### src/pkg/acsr_params.svh
// Purpose: constants of the converter control and status block
// Assumes: 8-bit registers on a 16-bit processor bus, low address byte
// Notes: offsets are the low byte of the printed register addresses
//
// Summary of operation
// - status register clears on reset and standby
// - mode register clears on reset and standby
// - end flag cleared by read-one then write-zero
// - transfer controller service clears the end flag
// - single mode flags after channels and buffering
// - scan mode flags after each full round
// - interrupt request is flag and enable
// - start bit set by software, timer, pin
// - single mode auto-clears start bit at end
// - scan mode runs until start bit cleared
// - clock select chooses 40 or 80 states
// - group bit picks select or group mode
// - channel field picks channel n or 0..n
// - mode register bit 7 reads zero
// - speed bit picks fast start or low power
// - trigger field picks software, timer or pin
// - scan bit picks single or scan mode
// - dual bit enables two-channel simultaneous sampling
// - buffer field picks result shift arrangement
// - results hold 10 bits, upper bits zero
// - byte read returns top eight result bits
// - scan with interrupt halts until flag cleared
// - clearing start bit stops running conversion
`ifndef ACSR_PARAMS_SVH
`define ACSR_PARAMS_SVH

// ----------------------------------------------------------------
// register offsets (low byte of the bus address)
// ----------------------------------------------------------------
`define ACSR_OFF_STATUS 8'he0
`define ACSR_OFF_MODE 8'he1
`define ACSR_OFF_RESULT 8'hf0

// ----------------------------------------------------------------
// reset values
// ----------------------------------------------------------------
`define ACSR_STATUS_RST 8'h00
`define ACSR_MODE_RST 8'h00
`define ACSR_RESULT_RST 10'h000

// ----------------------------------------------------------------
// status register fields
// ----------------------------------------------------------------
`define ACSR_END_FLAG_BIT 7
`define ACSR_IRQ_EN_BIT 6
`define ACSR_START_BIT 5
`define ACSR_CLK_SEL_BIT 4
`define ACSR_GROUP_BIT 3
`define ACSR_CHAN_HI 2
`define ACSR_CHAN_LO 0

// ----------------------------------------------------------------
// mode register fields
// ----------------------------------------------------------------
`define ACSR_RSVD_BIT 7
`define ACSR_SPEED_BIT 6
`define ACSR_TRIG_HI 5
`define ACSR_TRIG_LO 4
`define ACSR_SCAN_BIT 3
`define ACSR_DUAL_BIT 2
`define ACSR_BUF_HI 1
`define ACSR_BUF_LO 0

// ----------------------------------------------------------------
// field codes
// ----------------------------------------------------------------
`define ACSR_TRIG_SW 2'h0
`define ACSR_TRIG_TIMER 2'h1
`define ACSR_TRIG_PIN 2'h3
`define ACSR_BUF_NONE 2'h0
`define ACSR_BUF_AB 2'h1
`define ACSR_BUF_AC_BD 2'h2
`define ACSR_BUF_ABCD 2'h3
`define ACSR_BUF_STAGES_TWO 3'h2
`define ACSR_BUF_STAGES_FOUR 3'h4

// ----------------------------------------------------------------
// timing: one state is one system clock cycle
// ----------------------------------------------------------------
`define ACSR_CONV_STATES_FAST 40
`define ACSR_CONV_STATES_SLOW 80
`define ACSR_CYC_PER_STATE 1
`define ACSR_CONV_CYC_FAST (`ACSR_CONV_STATES_FAST * `ACSR_CYC_PER_STATE)
`define ACSR_CONV_CYC_SLOW (`ACSR_CONV_STATES_SLOW * `ACSR_CYC_PER_STATE)

`endif

### src/pkg/acsr_pkg.sv
// Purpose: shared types of the converter control and status block
// Assumes: constants live in acsr_params.svh
// Notes: types only
package acsr_pkg;
   // conversion sequencer states
   typedef enum logic [1:0] {
      ACSR_IDLE,
      ACSR_CONV,
      ACSR_HALT
   } acsr_state_e;

   // which register a pending read returns
   typedef enum logic [2:0] {
      ACSR_RSEL_NONE,
      ACSR_RSEL_STATUS,
      ACSR_RSEL_MODE,
      ACSR_RSEL_BOTH,
      ACSR_RSEL_RESULT
   } acsr_rsel_e;

   typedef logic [9:0] acsr_result_t;
endpackage

### src/logic/acsr_top.sv
// Purpose: control, status and sequencing of an eight-channel converter
// Assumes: rst is power-on reset; standby clears like it except the read path and pin edge detector
// Notes: reads answer two cycles after the request
`timescale 1ns/1ps
`include "acsr_params.svh"
module acsr_top #(
   parameter int CHANNELS = 8,
   parameter int RES_W = 10
) (
   input wire logic clk,
   input wire logic rst,
   input wire logic standby,
   input wire logic manual_reset,
   input wire logic [7:0] bus_addr,
   input wire logic bus_rd,
   input wire logic bus_wr,
   input wire logic bus_word,
   input wire logic [15:0] bus_wdata,
   output logic [15:0] bus_rdata,
   output logic bus_rvalid,
   input wire logic timer_trigger,
   input wire logic external_start_pin,
   input wire logic transfer_ack,
   output logic conversion_end_irq,
   output logic core_sample,
   output logic [2:0] core_channel,
   output logic core_clk_div4,
   output logic core_fast_start,
   output logic core_dual_sample,
   input wire logic [9:0] core_result,
   output logic busy
);
   // ----------------------------------------------------------------
   // register state
   // ----------------------------------------------------------------
   logic end_flag_q;
   logic clear_armed_q;
   logic end_irq_enable_q;
   logic start_q;
   logic conv_clock_select_q;
   logic group_select_q;
   logic [2:0] channel_field_q;
   logic start_speed_select_q;
   logic [1:0] trigger_source_q;
   logic scan_q;
   logic dual_sample_enable_q;
   logic [1:0] buffer_cfg_q;

   logic [7:0] status_rd;
   logic [7:0] mode_rd;
   logic wipe;

   // power-on reset and standby both wipe; manual reset does not
   assign wipe = rst || standby;

   // ----------------------------------------------------------------
   // bus write decode
   // ----------------------------------------------------------------
   logic status_wr;
   logic mode_wr;
   logic [7:0] status_wbyte;
   logic [7:0] mode_wbyte;

   // a word at the status offset carries both bytes, status high
   assign status_wr = bus_wr && (bus_addr == `ACSR_OFF_STATUS);
   assign mode_wr = bus_wr && ((bus_addr == `ACSR_OFF_MODE && !bus_word) ||
                               (bus_addr == `ACSR_OFF_STATUS && bus_word));
   assign status_wbyte = bus_word ? bus_wdata[15:8] : bus_wdata[7:0];
   assign mode_wbyte = bus_wdata[7:0];

   // ----------------------------------------------------------------
   // sequencer signals
   // ----------------------------------------------------------------
   acsr_pkg::acsr_state_e state_q;
   logic [6:0] cnt_q;
   logic [2:0] ch_q;
   logic [2:0] rounds_q;
   logic [2:0] first_ch;
   logic [2:0] stages;
   logic conv_end;
   logic round_end;
   logic flag_set;
   logic auto_stop;
   logic [6:0] conv_load;

   // conversion length in cycles, minus one for a down counter
   assign conv_load = conv_clock_select_q ?
                      7'(`ACSR_CONV_CYC_SLOW - 1) :
                      7'(`ACSR_CONV_CYC_FAST - 1);

   // select mode starts at channel n, group mode at channel 0
   assign first_ch = group_select_q ? 3'h0 : channel_field_q;

   // rounds needed before the flag when buffering in single mode
   always_comb begin
      case (buffer_cfg_q)
         `ACSR_BUF_NONE: stages = 3'h1;
         `ACSR_BUF_ABCD: stages = `ACSR_BUF_STAGES_FOUR;
         default: stages = `ACSR_BUF_STAGES_TWO;
      endcase
   end

   assign conv_end = (state_q == acsr_pkg::ACSR_CONV) && (cnt_q == '0) &&
                     start_q;
   // the last designated channel is always channel n
   assign round_end = conv_end && (ch_q == channel_field_q);

   // flag each scan round; in single mode wait for buffer stages
   assign flag_set = round_end &&
                     (scan_q || (rounds_q + 3'h1 >= stages));
   assign auto_stop = flag_set && !scan_q;

   // ----------------------------------------------------------------
   // trigger detection
   // ----------------------------------------------------------------
   logic pin_q;
   logic pin_fall;
   logic hw_start;

   // external pin starts on a falling edge
   always_ff @(posedge clk) begin
      if (rst) begin
         pin_q <= 1'b1;
      end else begin
         pin_q <= external_start_pin;
      end
   end
   assign pin_fall = pin_q && !external_start_pin;

   // code 10 is reserved and starts nothing
   assign hw_start =
      ((trigger_source_q == `ACSR_TRIG_TIMER) && timer_trigger) ||
      ((trigger_source_q == `ACSR_TRIG_PIN) && pin_fall);

   // ----------------------------------------------------------------
   // start bit
   // ----------------------------------------------------------------
   // hardware set beats a same-cycle software write; auto clear beats a same-cycle trigger
   always_ff @(posedge clk) begin
      if (wipe) begin
         start_q <= 1'(`ACSR_STATUS_RST >> `ACSR_START_BIT);
      end else if (hw_start && !start_q) begin
         start_q <= 1'b1;
      end else if (status_wr) begin
         start_q <= status_wbyte[`ACSR_START_BIT];
      end else if (auto_stop) begin
         start_q <= 1'b0;
      end
   end

   // ----------------------------------------------------------------
   // end flag
   // ----------------------------------------------------------------
   // reading the status byte with the flag at one arms the clear
   always_ff @(posedge clk) begin
      if (wipe) begin
         clear_armed_q <= 1'b0;
      end else if (bus_rd && bus_addr == `ACSR_OFF_STATUS && end_flag_q) begin
         clear_armed_q <= 1'b1;
      end else if (status_wr || !end_flag_q) begin
         clear_armed_q <= 1'b0;
      end
   end

   // a set in the clearing cycle wins so no end event is lost
   always_ff @(posedge clk) begin
      if (wipe) begin
         end_flag_q <= 1'b0;
      end else if (flag_set) begin
         end_flag_q <= 1'b1;
      end else if (transfer_ack && end_flag_q) begin
         end_flag_q <= 1'b0;
      end else if (status_wr && clear_armed_q &&
                   !status_wbyte[`ACSR_END_FLAG_BIT]) begin
         end_flag_q <= 1'b0;
      end
   end

   // ----------------------------------------------------------------
   // configuration fields
   // ----------------------------------------------------------------
   // settings are taken whenever written; software keeps them still
   // while a conversion runs, so no lockout is built here
   always_ff @(posedge clk) begin
      if (wipe) begin
         end_irq_enable_q <= 1'b0;
         conv_clock_select_q <= 1'b0;
         group_select_q <= 1'b0;
         channel_field_q <= 3'h0;
      end else if (status_wr) begin
         end_irq_enable_q <= status_wbyte[`ACSR_IRQ_EN_BIT];
         conv_clock_select_q <= status_wbyte[`ACSR_CLK_SEL_BIT];
         group_select_q <= status_wbyte[`ACSR_GROUP_BIT];
         channel_field_q <=
            status_wbyte[`ACSR_CHAN_HI:`ACSR_CHAN_LO];
      end
   end

   // mode register; the reserved bit is not stored
   always_ff @(posedge clk) begin
      if (wipe) begin
         start_speed_select_q <= 1'b0;
         trigger_source_q <= `ACSR_TRIG_SW;
         scan_q <= 1'b0;
         dual_sample_enable_q <= 1'b0;
         buffer_cfg_q <= `ACSR_BUF_NONE;
      end else if (mode_wr) begin
         start_speed_select_q <= mode_wbyte[`ACSR_SPEED_BIT];
         trigger_source_q <=
            mode_wbyte[`ACSR_TRIG_HI:`ACSR_TRIG_LO];
         scan_q <= mode_wbyte[`ACSR_SCAN_BIT];
         dual_sample_enable_q <= mode_wbyte[`ACSR_DUAL_BIT];
         buffer_cfg_q <= mode_wbyte[`ACSR_BUF_HI:`ACSR_BUF_LO];
      end
   end

   // ----------------------------------------------------------------
   // conversion sequencer
   // ----------------------------------------------------------------
   // manual reset is ignored here on purpose: registers survive it
   always_ff @(posedge clk) begin
      if (wipe) begin
         state_q <= acsr_pkg::ACSR_IDLE;
         cnt_q <= '0;
         ch_q <= 3'h0;
         rounds_q <= 3'h0;
      end else begin
         case (state_q)
            acsr_pkg::ACSR_IDLE: begin
               if (start_q) begin
                  state_q <= acsr_pkg::ACSR_CONV;
                  cnt_q <= conv_load;
                  ch_q <= first_ch;
                  rounds_q <= 3'h0;
               end
            end
            acsr_pkg::ACSR_CONV: begin
               if (!start_q) begin
                  state_q <= acsr_pkg::ACSR_IDLE;
               end else if (cnt_q != '0) begin
                  cnt_q <= cnt_q - 7'h01;
               end else if (!round_end) begin
                  ch_q <= ch_q + 3'h1;
                  cnt_q <= conv_load;
               end else if (auto_stop) begin
                  state_q <= acsr_pkg::ACSR_IDLE;
               end else if (flag_set && end_irq_enable_q) begin
                  state_q <= acsr_pkg::ACSR_HALT;
                  ch_q <= first_ch;
               end else begin
                  // next round: scan repeat or further buffer stage
                  rounds_q <= rounds_q + 3'h1;
                  ch_q <= first_ch;
                  cnt_q <= conv_load;
               end
            end
            acsr_pkg::ACSR_HALT: begin
               if (!start_q) begin
                  state_q <= acsr_pkg::ACSR_IDLE;
               end else if (!end_flag_q) begin
                  state_q <= acsr_pkg::ACSR_CONV;
                  cnt_q <= conv_load;
               end
            end
            default: begin
               state_q <= acsr_pkg::ACSR_IDLE;
            end
         endcase
      end
   end

   // sample pulse marks the first cycle of each channel conversion
   always_ff @(posedge clk) begin
      if (wipe) begin
         core_sample <= 1'b0;
         core_channel <= 3'h0;
      end else begin
         core_sample <= start_q && (cnt_q == '0 || !busy) &&
                        !(auto_stop || (flag_set && end_irq_enable_q)) &&
                        (state_q != acsr_pkg::ACSR_HALT || !end_flag_q);
         core_channel <= (!busy || round_end) ? first_ch :
                         (cnt_q != '0) ? ch_q : ch_q + 3'h1;
      end
   end

   // ----------------------------------------------------------------
   // result storage
   // ----------------------------------------------------------------
   logic [RES_W-1:0] mem_rd_data;
   logic is_result;

   assign is_result = (bus_addr[7:4] == 4'(`ACSR_OFF_RESULT >> 4));

   // conversion result goes to the register of its channel, except a buffer target
   acsr_result_mem #(
      .DEPTH(CHANNELS),
      .WIDTH(RES_W),
      .IW(3)
   ) u_mem (
      .clk(clk),
      .rst(rst),
      .clear(standby),
      .wr_en(conv_end),
      .wr_idx(ch_q),
      .wr_data(core_result),
      .buf_mode(buffer_cfg_q),
      .rd_idx(bus_addr[3:1]),
      .rd_data(mem_rd_data)
   );

   // ----------------------------------------------------------------
   // bus read path
   // ----------------------------------------------------------------
   acsr_pkg::acsr_rsel_e rsel_q;
   logic rword_q;
   logic rpend_q;

   assign status_rd = {end_flag_q, end_irq_enable_q, start_q,
                       conv_clock_select_q, group_select_q,
                       channel_field_q};
   // reserved top bit of the mode register always reads zero
   assign mode_rd = {1'b0, start_speed_select_q, trigger_source_q,
                     scan_q, dual_sample_enable_q, buffer_cfg_q};

   // first read stage: decode and let the memory fetch
   always_ff @(posedge clk) begin
      if (rst) begin
         rsel_q <= acsr_pkg::ACSR_RSEL_NONE;
         rword_q <= 1'b0;
         rpend_q <= 1'b0;
      end else begin
         rpend_q <= bus_rd;
         rword_q <= bus_word;
         if (!bus_rd) begin
            rsel_q <= acsr_pkg::ACSR_RSEL_NONE;
         end else if (is_result) begin
            rsel_q <= acsr_pkg::ACSR_RSEL_RESULT;
         end else if (bus_addr == `ACSR_OFF_STATUS) begin
            rsel_q <= bus_word ? acsr_pkg::ACSR_RSEL_BOTH :
                      acsr_pkg::ACSR_RSEL_STATUS;
         end else if (bus_addr == `ACSR_OFF_MODE) begin
            rsel_q <= acsr_pkg::ACSR_RSEL_MODE;
         end else begin
            rsel_q <= acsr_pkg::ACSR_RSEL_NONE; // unmapped reads zero
         end
      end
   end

   // second read stage: format the answer
   always_ff @(posedge clk) begin
      if (rst) begin
         bus_rdata <= 16'h0000;
         bus_rvalid <= 1'b0;
      end else begin
         bus_rvalid <= rpend_q;
         case (rsel_q)
            acsr_pkg::ACSR_RSEL_STATUS: bus_rdata <= {8'h00, status_rd};
            acsr_pkg::ACSR_RSEL_MODE: bus_rdata <= {8'h00, mode_rd};
            acsr_pkg::ACSR_RSEL_BOTH: bus_rdata <= {status_rd, mode_rd};
            acsr_pkg::ACSR_RSEL_RESULT: begin
               if (rword_q) begin
                  bus_rdata <= {6'h00, mem_rd_data};
               end else begin
                  bus_rdata <= {8'h00, mem_rd_data[9:2]};
               end
            end
            default: bus_rdata <= 16'h0000;
         endcase
      end
   end

   // ----------------------------------------------------------------
   // outputs to the interrupt controller and analog core
   // ----------------------------------------------------------------
   assign conversion_end_irq = end_flag_q && end_irq_enable_q;
   assign core_clk_div4 = conv_clock_select_q;
   assign core_fast_start = start_speed_select_q;
   assign core_dual_sample = dual_sample_enable_q;
   assign busy = (state_q == acsr_pkg::ACSR_CONV);
endmodule

### src/logic/acsr_result_mem.sv
// Purpose: eight result registers with buffer shifting
// Assumes: one write per cycle, registered read port
// Notes: buffer targets are never written directly in buffer modes
`timescale 1ns/1ps
`include "acsr_params.svh"
module acsr_result_mem #(
   parameter int DEPTH = 8,
   parameter int WIDTH = 10,
   parameter int IW = 3
) (
   input wire logic clk,
   input wire logic rst,
   input wire logic clear,
   input wire logic wr_en,
   input wire logic [IW-1:0] wr_idx,
   input wire logic [WIDTH-1:0] wr_data,
   input wire logic [1:0] buf_mode,
   input wire logic [IW-1:0] rd_idx,
   output logic [WIDTH-1:0] rd_data
);
   logic [WIDTH-1:0] mem_q [DEPTH];

   // ----------------------------------------------------------------
   // per-entry write and shift
   // ----------------------------------------------------------------
   for (genvar i = 0; i < DEPTH; i++) begin : g_entry
      logic hit;
      logic shift;
      logic [IW-1:0] src;

      // decide whether this entry takes new data or its predecessor
      always_comb begin
         hit = (wr_idx == IW'(i));
         shift = 1'b0;
         src = IW'(i);
         case (buf_mode)
            `ACSR_BUF_AB: begin
               hit = (wr_idx == IW'(i)) && (i != 1);
               shift = (i == 1) && (wr_idx == '0);
               src = '0;
            end
            `ACSR_BUF_AC_BD: begin
               hit = (wr_idx == IW'(i)) && (i != 2) && (i != 3);
               shift = ((i == 2) && (wr_idx == IW'(0))) ||
                       ((i == 3) && (wr_idx == IW'(1)));
               src = IW'(i + DEPTH - 2);
            end
            `ACSR_BUF_ABCD: begin
               hit = (wr_idx == IW'(i)) && ((i == 0) || (i > 3));
               shift = (i >= 1) && (i <= 3) && (wr_idx == '0);
               src = IW'(i + DEPTH - 1);
            end
            default: begin
               hit = (wr_idx == IW'(i));
            end
         endcase
      end

      // storage; cleared by reset and standby only
      always_ff @(posedge clk) begin
         if (rst || clear) begin
            mem_q[i] <= `ACSR_RESULT_RST;
         end else if (wr_en && hit) begin
            mem_q[i] <= wr_data;
         end else if (wr_en && shift) begin
            mem_q[i] <= mem_q[src];
         end
      end
   end

   // registered read port
   always_ff @(posedge clk) begin
      if (rst) begin
         rd_data <= '0;
      end else begin
         rd_data <= mem_q[rd_idx];
      end
   end
endmodule

### config.mk
export PLATFORM = sky130hd
export DESIGN_NAME = acsr_top
export DESIGN_NICKNAME = d
export VERILOG_FILES = /design/src/pkg/acsr_pkg.sv /design/src/logic/acsr_top.sv /design/src/logic/acsr_result_mem.sv
export VERILOG_INCLUDE_DIRS = /design/src /design/src/pkg
export SDC_FILE = /design/constraint.sdc
export NUM_CORES = 1
export LEC_CHECK = 0
export BUFFER_PORTS_ARGS = -buffer_cell sky130_fd_sc_hd__buf_2
export CORE_MARGIN = 2
export CORE_UTILIZATION = 45
export DETAILED_ROUTE_END_ITERATION = 7
export SYNTH_ARGS = -nofsm -noshare
export SYNTH_HDL_FRONTEND = slang
export SYNTH_SLANG_ARGS = --single-unit
### constraint.sdc
create_clock -name clk -period 7.3 [get_ports clk]
set_input_delay 0 -clock clk [delete_from_list [all_inputs] [get_ports clk]]
set_output_delay 0 -clock clk [all_outputs]
set_load 0.005 [all_outputs]
== Word-level counts from Yosys, hierarchy flattened ==
Memory sizes are Yosys's and may differ from the RTL's. A register that Yosys moved wholly into a read port is not among the register bits.
Index checks and enable logic that the tools add are counted.
Operators by class
  add/subtract/negate cells: 3
  multiply operators: 0
  divide/modulo/power cells: 0
  $lt $le $gt $ge: 1
  equal/unequal tests: 38
  shift operators: 0
  multiplexer cells: 109
  bitwise gates (word level): 12
  reductions and logical operators: 70
Operator list (number)
  $mux W10: 12
  $pmux W16 S4: 1
  $mux W7: 9
  $mux W1: 51
  $mux W3: 15
  $logic_and A1 B1 Y1: 34
  $pmux W3 S2: 4
  $mux W2: 11
  $pmux W7 S3: 1
  $eq A8 B8 Y1 const B: 2
  $eq A3 B3 Y1 const B: 5
  $ne A2 B2 Y1 const B: 7
  $reduce_and A7 Y1: 2
  $eq A3 B2 Y1 const B: 4
  $pmux W2 S3: 2
  $or A1 B1 Y1: 11
  $reduce_and A5 Y1: 2
  $logic_or A1 B1 Y1: 9
  $ne A3 B3 Y1 const B: 3
  $reduce_bool A3 Y1: 3
  $eq A2 B2 Y1 const B: 4
  $logic_not A1 Y1: 8
  $mux W8: 1
  $ne A4 B3 Y1 const B: 2
  other kinds (20): 30
Storage, ports and cells
  register bits after elaboration: 58
  bits in latches: 0
  bits in writable memories: 80
  ROM bits: 0
  output and inout port bits: 26
  memories: 1
Memories
  u_mem.mem_q: words 8, width 10, rd ports 4, clocked after memory_dff 1, write ports 8, RTL line acsr_result_mem.sv:21  | logic [WIDTH-1:0] mem_q [DEPTH];

== Depth between registers and ports, before layout ==
Gate-level depths: netlist of the first run.
  depth in word-level cells: 12
  mapped depth: 11

== By module ==
A second synthesis of the first run with hierarchy kept.
Second synthesis, totals
  cells, all modules: 747
  area total of the unflattened synthesis: 7771.2 µm²
Modules (own cells, without submodules)
  acsr_result_mem: instances 1, cells each 408, area an instance 4805.9 µm²
  acsr_top: instances 1, cells each 339, area an instance 2965.3 µm²

== Least setup slack after synthesis of the first run ==
No wires, ideal clock.
  path kind: register to register
  start point: register buffer_cfg_q[0]
  end point: register cnt_q[2]
  arrival: 3.069 ns
  required time: 7.178 ns
  path slack: 4.109 ns
  cell stages (with the launch flop): 12
  path buffers: 3
  period minus slack after synthesis: 3.191 ns
  path through: dfxtp_1 > ha_1 > clkbuf_1 > buf_1 > inv_1 > ha_1 > a21o_1 > a311o_1 > a41o_4 > or2_1 > buf_6 > o311a_1
Between the ends
  longest elaborated chain between the ends: 8
Ends and longest elaborated chain
  start, declared: RTL line acsr_top.sv:47  | logic [1:0] buffer_cfg_q;
  start signal, assigned: RTL line acsr_top.sv:206  | buffer_cfg_q <= `ACSR_BUF_NONE;
  start signal, assigned: RTL line acsr_top.sv:213  | buffer_cfg_q <= mode_wbyte[`ACSR_BUF_HI:`ACSR_BUF_LO];
  $eq A2 B2 Y1 or $logic_not A2 Y1 (tied branches)
  $pmux W3 S2 (*): RTL line acsr_top.sv:96  | case (buffer_cfg_q)
  $ge A3 B3 Y1 (*): RTL line acsr_top.sv:110  | (scan_q || (rounds_q + 3'h1 >= stages));
  $logic_or A1 B1 Y1 (*): RTL line acsr_top.sv:110
  $logic_and A1 B1 Y1 (*): RTL line acsr_top.sv:109  | assign flag_set = round_end &&
  $logic_and A1 B1 Y1, on equally long branches: RTL line acsr_top.sv:247, acsr_top.sv:111
  $ne A4 B3 Y1 (no source line)
  $reduce_and A7 Y1 (no source line) (*)
  end signal, assigned: RTL line acsr_top.sv:244  | cnt_q <= conv_load;
  end signal, assigned: RTL line acsr_top.sv:254  | cnt_q <= conv_load;
  end signal, assigned: RTL line acsr_top.sv:262  | cnt_q <= conv_load;
  end, declared: RTL line acsr_top.sv:75  | logic [6:0] cnt_q;
Mark *: on every way between the ends. The rest lies on a longest branch, timed or not.
A chain may end at the register's enable or synchronous reset.

== Worst setup path after layout of the first run ==
Same ends and word-level chain as after synthesis.

==> metrics.txt, run 1 <==
worst min-delay path endpoint rword_q; average size of a mapped cell 10.7 µm²; post-synthesis cell count 711; Hold Crit Class primary input to flip-flop; Reg power frac 47.5%; Post-DRT Antenna Nets 0; VDD IR max 0.205 mV; gpl congestion 0.822; Seq. cell area 0.00376 mm²; register area share after synthesis 49.3%; Fin. Hold Viols 0; gr ovfl total 0; Post-synth EDFFs 80; Worst Path Max Fanout 17; IO Pins 70; largest net degree at the start of global routing 31; post-CTS setup buffers 0; Final HPWL DP 13,600 µm; setup_tns 0 ps; Switching Share 21.1%; diode count 0; share of cells above drive strength 1 17.3%; die area 0.0180 mm²; YS warnings 0; Adder-Cell Fraction of Synth Area 2.79%; met1 usage 30.1%; Initial Utilization 46.0%; fin crit period 3430 ps; # port buffers 68; syn_nets 772; std cell rows 47; Worst Path Required 7600 ps; Power, Total 0.00192 W; TritonCTS Buffers 17; Synth Area in XOR/XNOR 0.689%; nets@finish 858; Multi-input gate area 0.00365 mm²; P_int 0.00151 W; worst hold start bus_word; leading area contributor after synthesis edfxtp_1; Tot GR Track Use 23.9%; fin crit share 47.0%; DR WL/cell 20.5 µm; WS Path Type flip-flop to flip-flop; Synth cell types 60; Worst EP arrival 3740 ps; First DRT Iteration DRCs 470; Comb pwr share 5.6%; Clock Sinks 148; CTS root buffer clkbuf_16; RR Startpoint buffer_cfg_q[0]; main combinational cell family by area after synthesis simple AND/OR/NAND/NOR gates; Setup violations, final 0; fill cell count 1,469; synth top area cells edfxtp_1 31%, dfxtp_1 18%, mux2i_1 8.4%, mux4_2 5.9%, and2_1 4.6%; global route hottest layer met2; Post-CTS Resized 0; Die Wd 134 µm; TritonCTS clock tree yes; met2 Usage GRT 40.9%; clk_lat worst skew 420 ps; mux cell area share after synthesis 14.3%; worst hold path depth 2; Post-Synth Simple-Gate Area 18.5%; Die Ht 134 µm; M3 GR Usage 4.65%; synth cell count leaders 80 x edfxtp_1, 80 x nor2_1, 68 x dfxtp_1, 64 x mux2i_1, 56 x and2_1; Reg2Reg Setup Slack 3870 ps; Area growth, synth to finish 18.3%; crit path capture type flip-flop; Clock Path Buffers 2; DR pass1 iterations 5; Setup Skew 10.6 ps; vias in the first global route 5,970; routed vias/inst 5.75; Residual DRC 0; clk slew on worst S/H paths 60 ps; startpoint types flip-flop; Max-slew headroom 30.7%; top_reg_cell synth edfxtp_1; via count 5,920; status finished clean; worst r2r dst cnt_q[2]; Clk network pwr share 46.8%; Async SR Flop Fraction 0%; worst hold margin 19.7 ps; Compound-Gate Fraction of Synth Area 11.5%; Psw 0.000406 W; global-route wire length before repair 32,700 µm; core area 0.0166 mm²; final WL 21,100 µm; slew of the pin with the lowest slew margin 1030 ps; Synth Cell Area 0.00763 mm²; top-area cell type share of the netlist area 31.5%; Max Cap Viol 0; P_leak 3.50 nW; CTS HTree Levels 4; Final Max Tran Viols 0; #FFs+latches synth 148; Worst Reg2Reg Path Length in Cells 8; fmax 291 MHz; pwr dens 213 mW/mm²; RSZ-0062 raised after global routing no; initial antenna violation count 0
-- how the worst max path moves through the flow --
stage / slack [ps] / start / cells after the start / end
2_1_floorplan: 4110 / buffer_cfg_q[0] / 11 / cnt_q[2]
3_3_place_gp: 3920 / buffer_cfg_q[0] / 8 / cnt_q[2]
3_5_place_dp: 3880 / buffer_cfg_q[0] / 8 / cnt_q[2]
4_1_cts: 3880 / buffer_cfg_q[0] / 8 / cnt_q[2]
5_1_grt: 3700 / buffer_cfg_q[0] / 8 / cnt_q[2]
6_report: 3870 / buffer_cfg_q[0] / 8 / cnt_q[2]
-- power groups by stage --
stage	clock network (W)	logic, W	registers, W
after floorplan	0	0.0000569	0.000924
after global placement	0	0.0000942	0.000929
after detailed placement	0	0.0000951	0.000930
after CTS	0.000911	0.000108	0.000912
after global routing	0.000942	0.000116	0.000915
final	0.000900	0.000108	0.000913
-- per-stage QoR --
stage	area, µm²	util [%]	std cells	worst slack [ps]
final	9030	54.5	1029	3870
after global routing	9030	54.5	1029	3700
after CTS	9030	54.5	1029	3880
after detailed placement	8150	49.1	969	3880
after global placement	8150	49.1	969	3920
after floorplan	7630	-	711	4110
-- logic make-up after synthesis --
family,after synthesis
flip-flops,148
adder cells (fa/ha/maj),17
AO/OA/AOI/OAI,139
multiplexers,84
XOR/XNOR,6
buffers and inverters,54
AND/OR/NAND/NOR,263
-- layout by cell type (no fill, tap or decap), types with 6 or more instances in the layout --
master	n
buf_4	7
inv_1	17
and2_1	56
o21ai_0	33
dlygate4sd3_1	29
nand3_1	6
nor2_1	80
nor2b_1	7
dfxtp_1	68
ha_1	17
and3_1	17
edfxtp_1	80
nor3_1	8
clkbuf_16	17
mux2i_1	64
a22o_1	11
a21oi_1	44
a31oi_1	7
nand2_1	53
buf_2	68
o22ai_1	9
mux4_2	20
-- final cells by class --
class	instances	share of cell area (%)
clock buffers	20	4.83
flip-flops and latches	148	41.7
inverters	17	0.706
multi-input cells	509	40.4
clock inverters	11	1.77
repair buffers	104	7.56
well taps	220	3.05
-- flip-flops by register name, indices dropped and copies added (netlist names), 2 cells and up --
register,count
cnt_q,7
bus_rdata,16
channel_field_q,3
rsel_q,3
u_mem.rd_data,10
state_q,2
core_channel,3
rounds_q,3
ch_q,3
trigger_source_q,2
buffer_cfg_q,2
u_mem.mem_q,80
-- worst max-delay path: stages, from the launching register on --
cell and delay (ps):
dfxtp_1 420, ha_1 860, inv_1 100, ha_1 340
a21o_1 170, a311o_1 410, a41o_4 330, or2_1 330
o311a_1 360
-- metal layers --
metal | vias up | routed length [µm]
li1 | 2776 | -
met1 | 2903 | 9150
met2 | 203 | 10200
met3 | 38 | 1100
met4 | 0 | 673
met5 | - | 0
-- what timing repair did --
item,in CTS,in global routing
hold buffers,29,0
setup endpoints to repair,0,0
hold endpoints to repair,96,0
No activity file was read; power rests on OpenSTA's default activity.
==> inputs of run 2 (changes only) <==
clock period = 3.6 ns   (was 7.3 ns; I/O delays follow)
==> metrics.txt, run 2 (synthesized netlist as in run 1, its figures left out) <==
Worst Path Max Fanout 8 (-9); Setup violations, final 0 (unchanged); P_int 0.00287 W (+89%); fill cell count 1,480 (+0.75%); worst hold margin 26.2 ps (+6.53 ps); initial antenna violation count 0 (unchanged); Comb pwr share 6.0% (+0.4 points); diode count 0 (unchanged); Clk network pwr share 44.3% (-2.5 points); final setup margin 764 ps (-3100 ps); CP max-delay cell dfxtp_1; Worst Path Required 3910 ps (-3690 ps); Clock Path Buffers 2 (unchanged); non-filler instance count after layout 1,035 (+0.58%); RSZ-0062 raised after global routing no; Reg2Reg Setup Slack 760 ps (-3100 ps); DR pass1 iterations 6 (+1); largest registers u_mem.mem_q: 80 flops, bus_rdata: 16 flops, u_mem.rd_data: 10 flops; Fin. Hold Viols 0 (unchanged); CTS root buffer clkbuf_16; Hold-fix buffers, CTS 30 (+3.4%); share of cells above drive strength 1 18.2% (+0.85 points); startpoint types flip-flop; slew of the pin with the lowest slew margin 1030 ps (-4.36 ps); First DRT Iteration DRCs 532 (+13%); Final Max Tran Viols 0 (unchanged); Hold Crit Class primary input to flip-flop; std cell rows 47 (unchanged); clk slew on worst S/H paths 60 ps (about the same); most frequent cells in the layout 80 x nor2_1, 80 x edfxtp_1, 68 x dfxtp_1, 68 x buf_2, 64 x mux2i_1; gpl congestion 0.837 (+1.8%); Die Ht 134 µm (unchanged); Max-slew headroom 31.5% (+0.75 points); fin crit share 78.8% (+32 points); max FFs per register 80 (unchanged); IO Pins 70 (unchanged); Max Cap Viol 0 (unchanged); WS Path Type flip-flop to flip-flop; nets@finish 863 (+0.58%); # port buffers 68 (unchanged); Setup Skew 9.08 ps (-1.54 ps); slowest cell delay on critical path 420 ps (-440 ps); global-route wire length before repair 32,700 µm (-0.19%); clk_lat worst skew 430 ps (about the same); Psw 0.000854 W (+110%); Area growth, synth to finish 18.1%; post-layout util 54.4% (-0.091 points); Worst EP arrival 3150 ps (-590 ps); final WL 21,100 µm (about the same); die area 0.0180 mm² (unchanged); fin crit period 2840 ps (-598 ps); Tot GR Track Use 24.0% (+0.093 points); DR WL/cell 20.4 µm (-0.68%); largest net degree at the start of global routing 25 (-19%); gr ovfl total 0 (unchanged); pwr dens 413 mW/mm² (+94%); post-CTS setup buffers 0 (unchanged); status finished clean; setup_tns 0 ps (unchanged); crit path capture type flip-flop; Final HPWL DP 13,900 µm (+2.6%); via count 5,914 (-0.10%); Switching Share 23.0% (+1.8 points); Post-DRT Antenna Nets 0 (unchanged); Die Wd 134 µm (unchanged); crit-path cells inv_1 > ha_1 > inv_1 > ha_1 > a21o_1 > a311o_1 > a41o_4 > or2_1 > o311a_1; TritonCTS Buffers 17 (unchanged); routed vias/inst 5.71 (-0.68%); Post-CTS Resized 0 (unchanged); Residual DRC 0 (unchanged); VDD IR max 0.341 mV (+66%); CTS HTree Levels 4 (unchanged); TritonCTS clock tree yes; Cells after DPL 973 (+0.41%); dpl ws 779 ps (-3100 ps); most flop-heavy register u_mem.mem_q; Reg power frac 49.8% (+2.3 points); fmax 353 MHz (+21%); Initial Utilization 46.0% (unchanged); vias in the first global route 5,910 (-1.0%); core area 0.0166 mm² (unchanged); P_leak 3.50 nW (-0.12%); Clock Sinks 148 (unchanged)
## run 2: metal layers
metal  GRT usage, %  part of all wire [%]
met5              0                     0
met4           10.2                   3.4
met3           4.50                   6.5
met2           40.2                    48
met1           30.6                    42
## run 2: critical path, delay by kind of cell, from the launching register on
family	cells	cell delay, ps
and+or+nand+nor	1	340
AOI/OAI and AO/OA	4	1280
DFF	1	420
adders and majority gates	2	520
buffers and inverters	2	170
## run 2: power by group through the flow
stage / sequential [W] / combinational, W / clock, W
6_report: 0.00185 / 0.000222 / 0.00165
5_1_grt: 0.00186 / 0.000237 / 0.00174
4_1_cts: 0.00185 / 0.000222 / 0.00167
3_5_place_dp: 0.00189 / 0.000195 / 0
3_3_place_gp: 0.00188 / 0.000192 / 0
2_1_floorplan: 0.00187 / 0.000115 / 0
## run 2: path summary, 6_finish.rpt
check	startpoint	to	cells after the start
min	bus_addr[5]	rsel_q[1]	4
max reg2reg	buffer_cfg_q[0]	cnt_q[2]	9
max	buffer_cfg_q[0]	cnt_q[2]	9
min reg2reg	rpend_q	bus_rvalid	1
## run 2: layout make-up
cell class / count / area (µm²) / share of cell area, %
Sequential cell: 148 / 3760 / 41.7
Multi-Input combinational cell: 509 / 3650 / 40.5
Timing Repair Buffer: 109 / 723 / 8.02
Clock buffer: 18 / 429 / 4.76
Tap cell: 220 / 275 / 3.05
Clock inverter: 14 / 113 / 1.25
Inverter: 17 / 63.8 / 0.708
## run 2: stage by stage
step | area (µm²) | power, W
final | 9020 | 0.00372
after floorplan | 7630 | 0.00199
after global placement | 8180 | 0.00208
after global routing | 9020 | 0.00384
after CTS | 9020 | 0.00374
after detailed placement | 8180 | 0.00208
==> inputs of run 3 (changes only) <==
PLACE_DENSITY = 0.66   (was not set)
clock period = 2.6 ns   (was 3.6 ns; I/O delays follow)
==> metrics.txt, run 3 (synthesized netlist as in run 1, its figures left out) <==
core area 0.0166 mm² (unchanged); met2 Usage GRT 35.2% (-5.0 points); std cell rows 47 (unchanged); Post-DP Area 0.00831 mm² (+1.6%); Max-slew headroom 44.4% (+13 points); largest net degree at the start of global routing 25 (unchanged); Residual DRC 0 (unchanged); DR pass1 iterations 5 (-1); Setup Skew 6.37 ps (-2.71 ps); share of cells above drive strength 1 20.2% (+2.1 points); M3 GR Usage 4.76% (+0.26 points); Worst EP arrival 2880 ps (-270 ps); fin crit share 97.8% (+19 points); nets@finish 883 (+2.3%); Final Max Tran Viols 0 (unchanged); clk_lat worst skew 430 ps (about the same); worst min-delay path endpoint channel_field_q[0]; Comb pwr share 5.7% (-0.3 points); P_leak 3.60 nW (+3.0%); crit path capture type flip-flop; gr ovfl total 0 (unchanged); RR Startpoint rounds_q[0]; VDD IR max 0.458 mV (+34%); Max Cap Viol 0 (unchanged); WS Path Type flip-flop to flip-flop; worst r2r dst cnt_q[6]; die area 0.0180 mm² (unchanged); IO Pins 70 (unchanged); Final HPWL DP 13,800 µm (-1.2%); Fin. Hold Viols 0 (unchanged); initial antenna violation count 0 (unchanged); fmax 393 MHz (+12%); Reg2Reg Setup Slack 60 ps (-710 ps); Psw 0.00121 W (+41%); Worst Path Max Fanout 7 (-1); Switching Share 23.2% (+0.27 points); Hold Crit Class primary input to flip-flop; Clock Path Buffers 2 (unchanged); fill cell count 1,407 (-4.9%); Final Instance Area 0.00920 mm² (+2.0%); P_int 0.00399 W (+39%); DR WL/cell 18.8 µm (-7.8%); Area growth, synth to finish 20.5%; diode count 0 (unchanged); TritonCTS Buffers 17 (unchanged); gpl congestion 0.908 (+8.4%); most flop-heavy register u_mem.mem_q; Post-DRT Antenna Nets 0 (unchanged); setup_tns 0 ps (unchanged); most frequent cells in the layout 80 x nor2_1, 80 x edfxtp_1, 68 x buf_2; Initial Utilization 46.0% (unchanged); fin crit period 2540 ps (-293 ps); # port buffers 68 (unchanged); final WL 19,900 µm (-6.0%); worst hold start bus_wdata[8]; Worst Reg2Reg Path Length in Cells 9 (unchanged); met1 usage 30.3% (-0.32 points); largest registers u_mem.mem_q: 80 flops, bus_rdata: 16 flops, u_mem.rd_data: 10 flops; clk slew on worst S/H paths 60 ps (about the same); Worst Path Required 2940 ps (-970 ps); Reg power frac 49.4% (-0.4 points); startpoint types flip-flop; Clock Sinks 148 (unchanged); pwr dens 565 mW/mm² (+37%); status finished clean; Tot GR Track Use 22.2% (-1.9 points); global route hottest layer met2; First DRT Iteration DRCs 526 (-1.1%); vias in the first global route 5,725 (-3.1%); worst hold path depth 5 (+1); routed vias/inst 5.69 (-0.39%); CTS root buffer clkbuf_16; via count 6,005 (+1.5%); slew of the pin with the lowest slew margin 829 ps (-199 ps); global-route wire length before repair 30,700 µm (-6.0%); Die Wd 134 µm (unchanged); TritonCTS clock tree yes; Setup violations, final 0 (unchanged); CTS HTree Levels 4 (unchanged); max FFs per register 80 (unchanged); Clk network pwr share 44.9% (+0.6 points); Die Ht 134 µm (unchanged)
-- run 3: critical path: stages, from the launching register on --
cell,delay (ps)
dfxtp_1,390
ha_2,230
xor2_1,160
ha_1,280
a21o_1,190
a311o_1,310
a41o_4,250
or2_4,250
buf_4,160
o31ai_1,230
-- run 3: metal layers --
metal  part of all wire, %  vias up  routed length (µm)
met5                     0        -                   0
met4                   1.8        0                 357
met3                   7.2       25                1430
met2                    47      255                9330
met1                    44     2907                8730
li1                      -     2818                   -
-- run 3: timing repair --
item | CTS | global route
endpoints found under the setup margin | 0 | 4
resized for setup | 0 | 2
hold buffers | 33 | 0
buffers inserted | 0 | 0
endpoints found under the hold margin | 101 | 0
-- run 3: per-stage QoR --
step                      cells  setup WS, ps  hold slack (ps)  utilization [%]  total power [W]
after floorplan             711          1.05              104                -          0.00275
after global placement      990           131              200             50.1          0.00286
after detailed placement    990          29.9              199             50.1          0.00287
after CTS                  1055          19.4             3.42             55.4          0.00522
after global routing       1055        -0.880             36.0             55.5          0.00536
final                      1055          56.7             18.8             55.5          0.00519
-- run 3: how the worst max path moves through the flow --
| stage | from | end | slack (ps) | cells after the start |
|---|---|---|---|---|
| global route | rounds_q[0] | cnt_q[6] | -0.9 | 9 |
| CTS | rounds_q[0] | cnt_q[6] | 20 | 9 |
| global placement | rounds_q[0] | cnt_q[3] | 130 | 9 |
| detailed placement | rounds_q[0] | cnt_q[3] | 30 | 9 |
| floorplan | buffer_cfg_q[0] | cnt_q[2] | 1 | 11 |
| finish | rounds_q[0] | cnt_q[6] | 60 | 9 |
-- run 3: power groups by stage --
stage	clock, W	sequential (W)	combinational (W)
6_report	0.00233	0.00257	0.000298
3_5_place_dp	0	0.00262	0.000259
4_1_cts	0.00236	0.00257	0.000296
3_3_place_gp	0	0.00261	0.000253
2_1_floorplan	0	0.00259	0.000160
5_1_grt	0.00246	0.00257	0.000321
-- run 3: final cells by class --
class / instances / area (µm²) / area share [%]
sequential: 148 / 3770 / 41.0
multi-input combinational: 509 / 3650 / 39.7
timing repair buffer: 129 / 881 / 9.58
clock buffer: 17 / 425 / 4.63
tap: 220 / 275 / 2.99
clock inverter: 15 / 130 / 1.41
inverter: 17 / 63.8 / 0.694
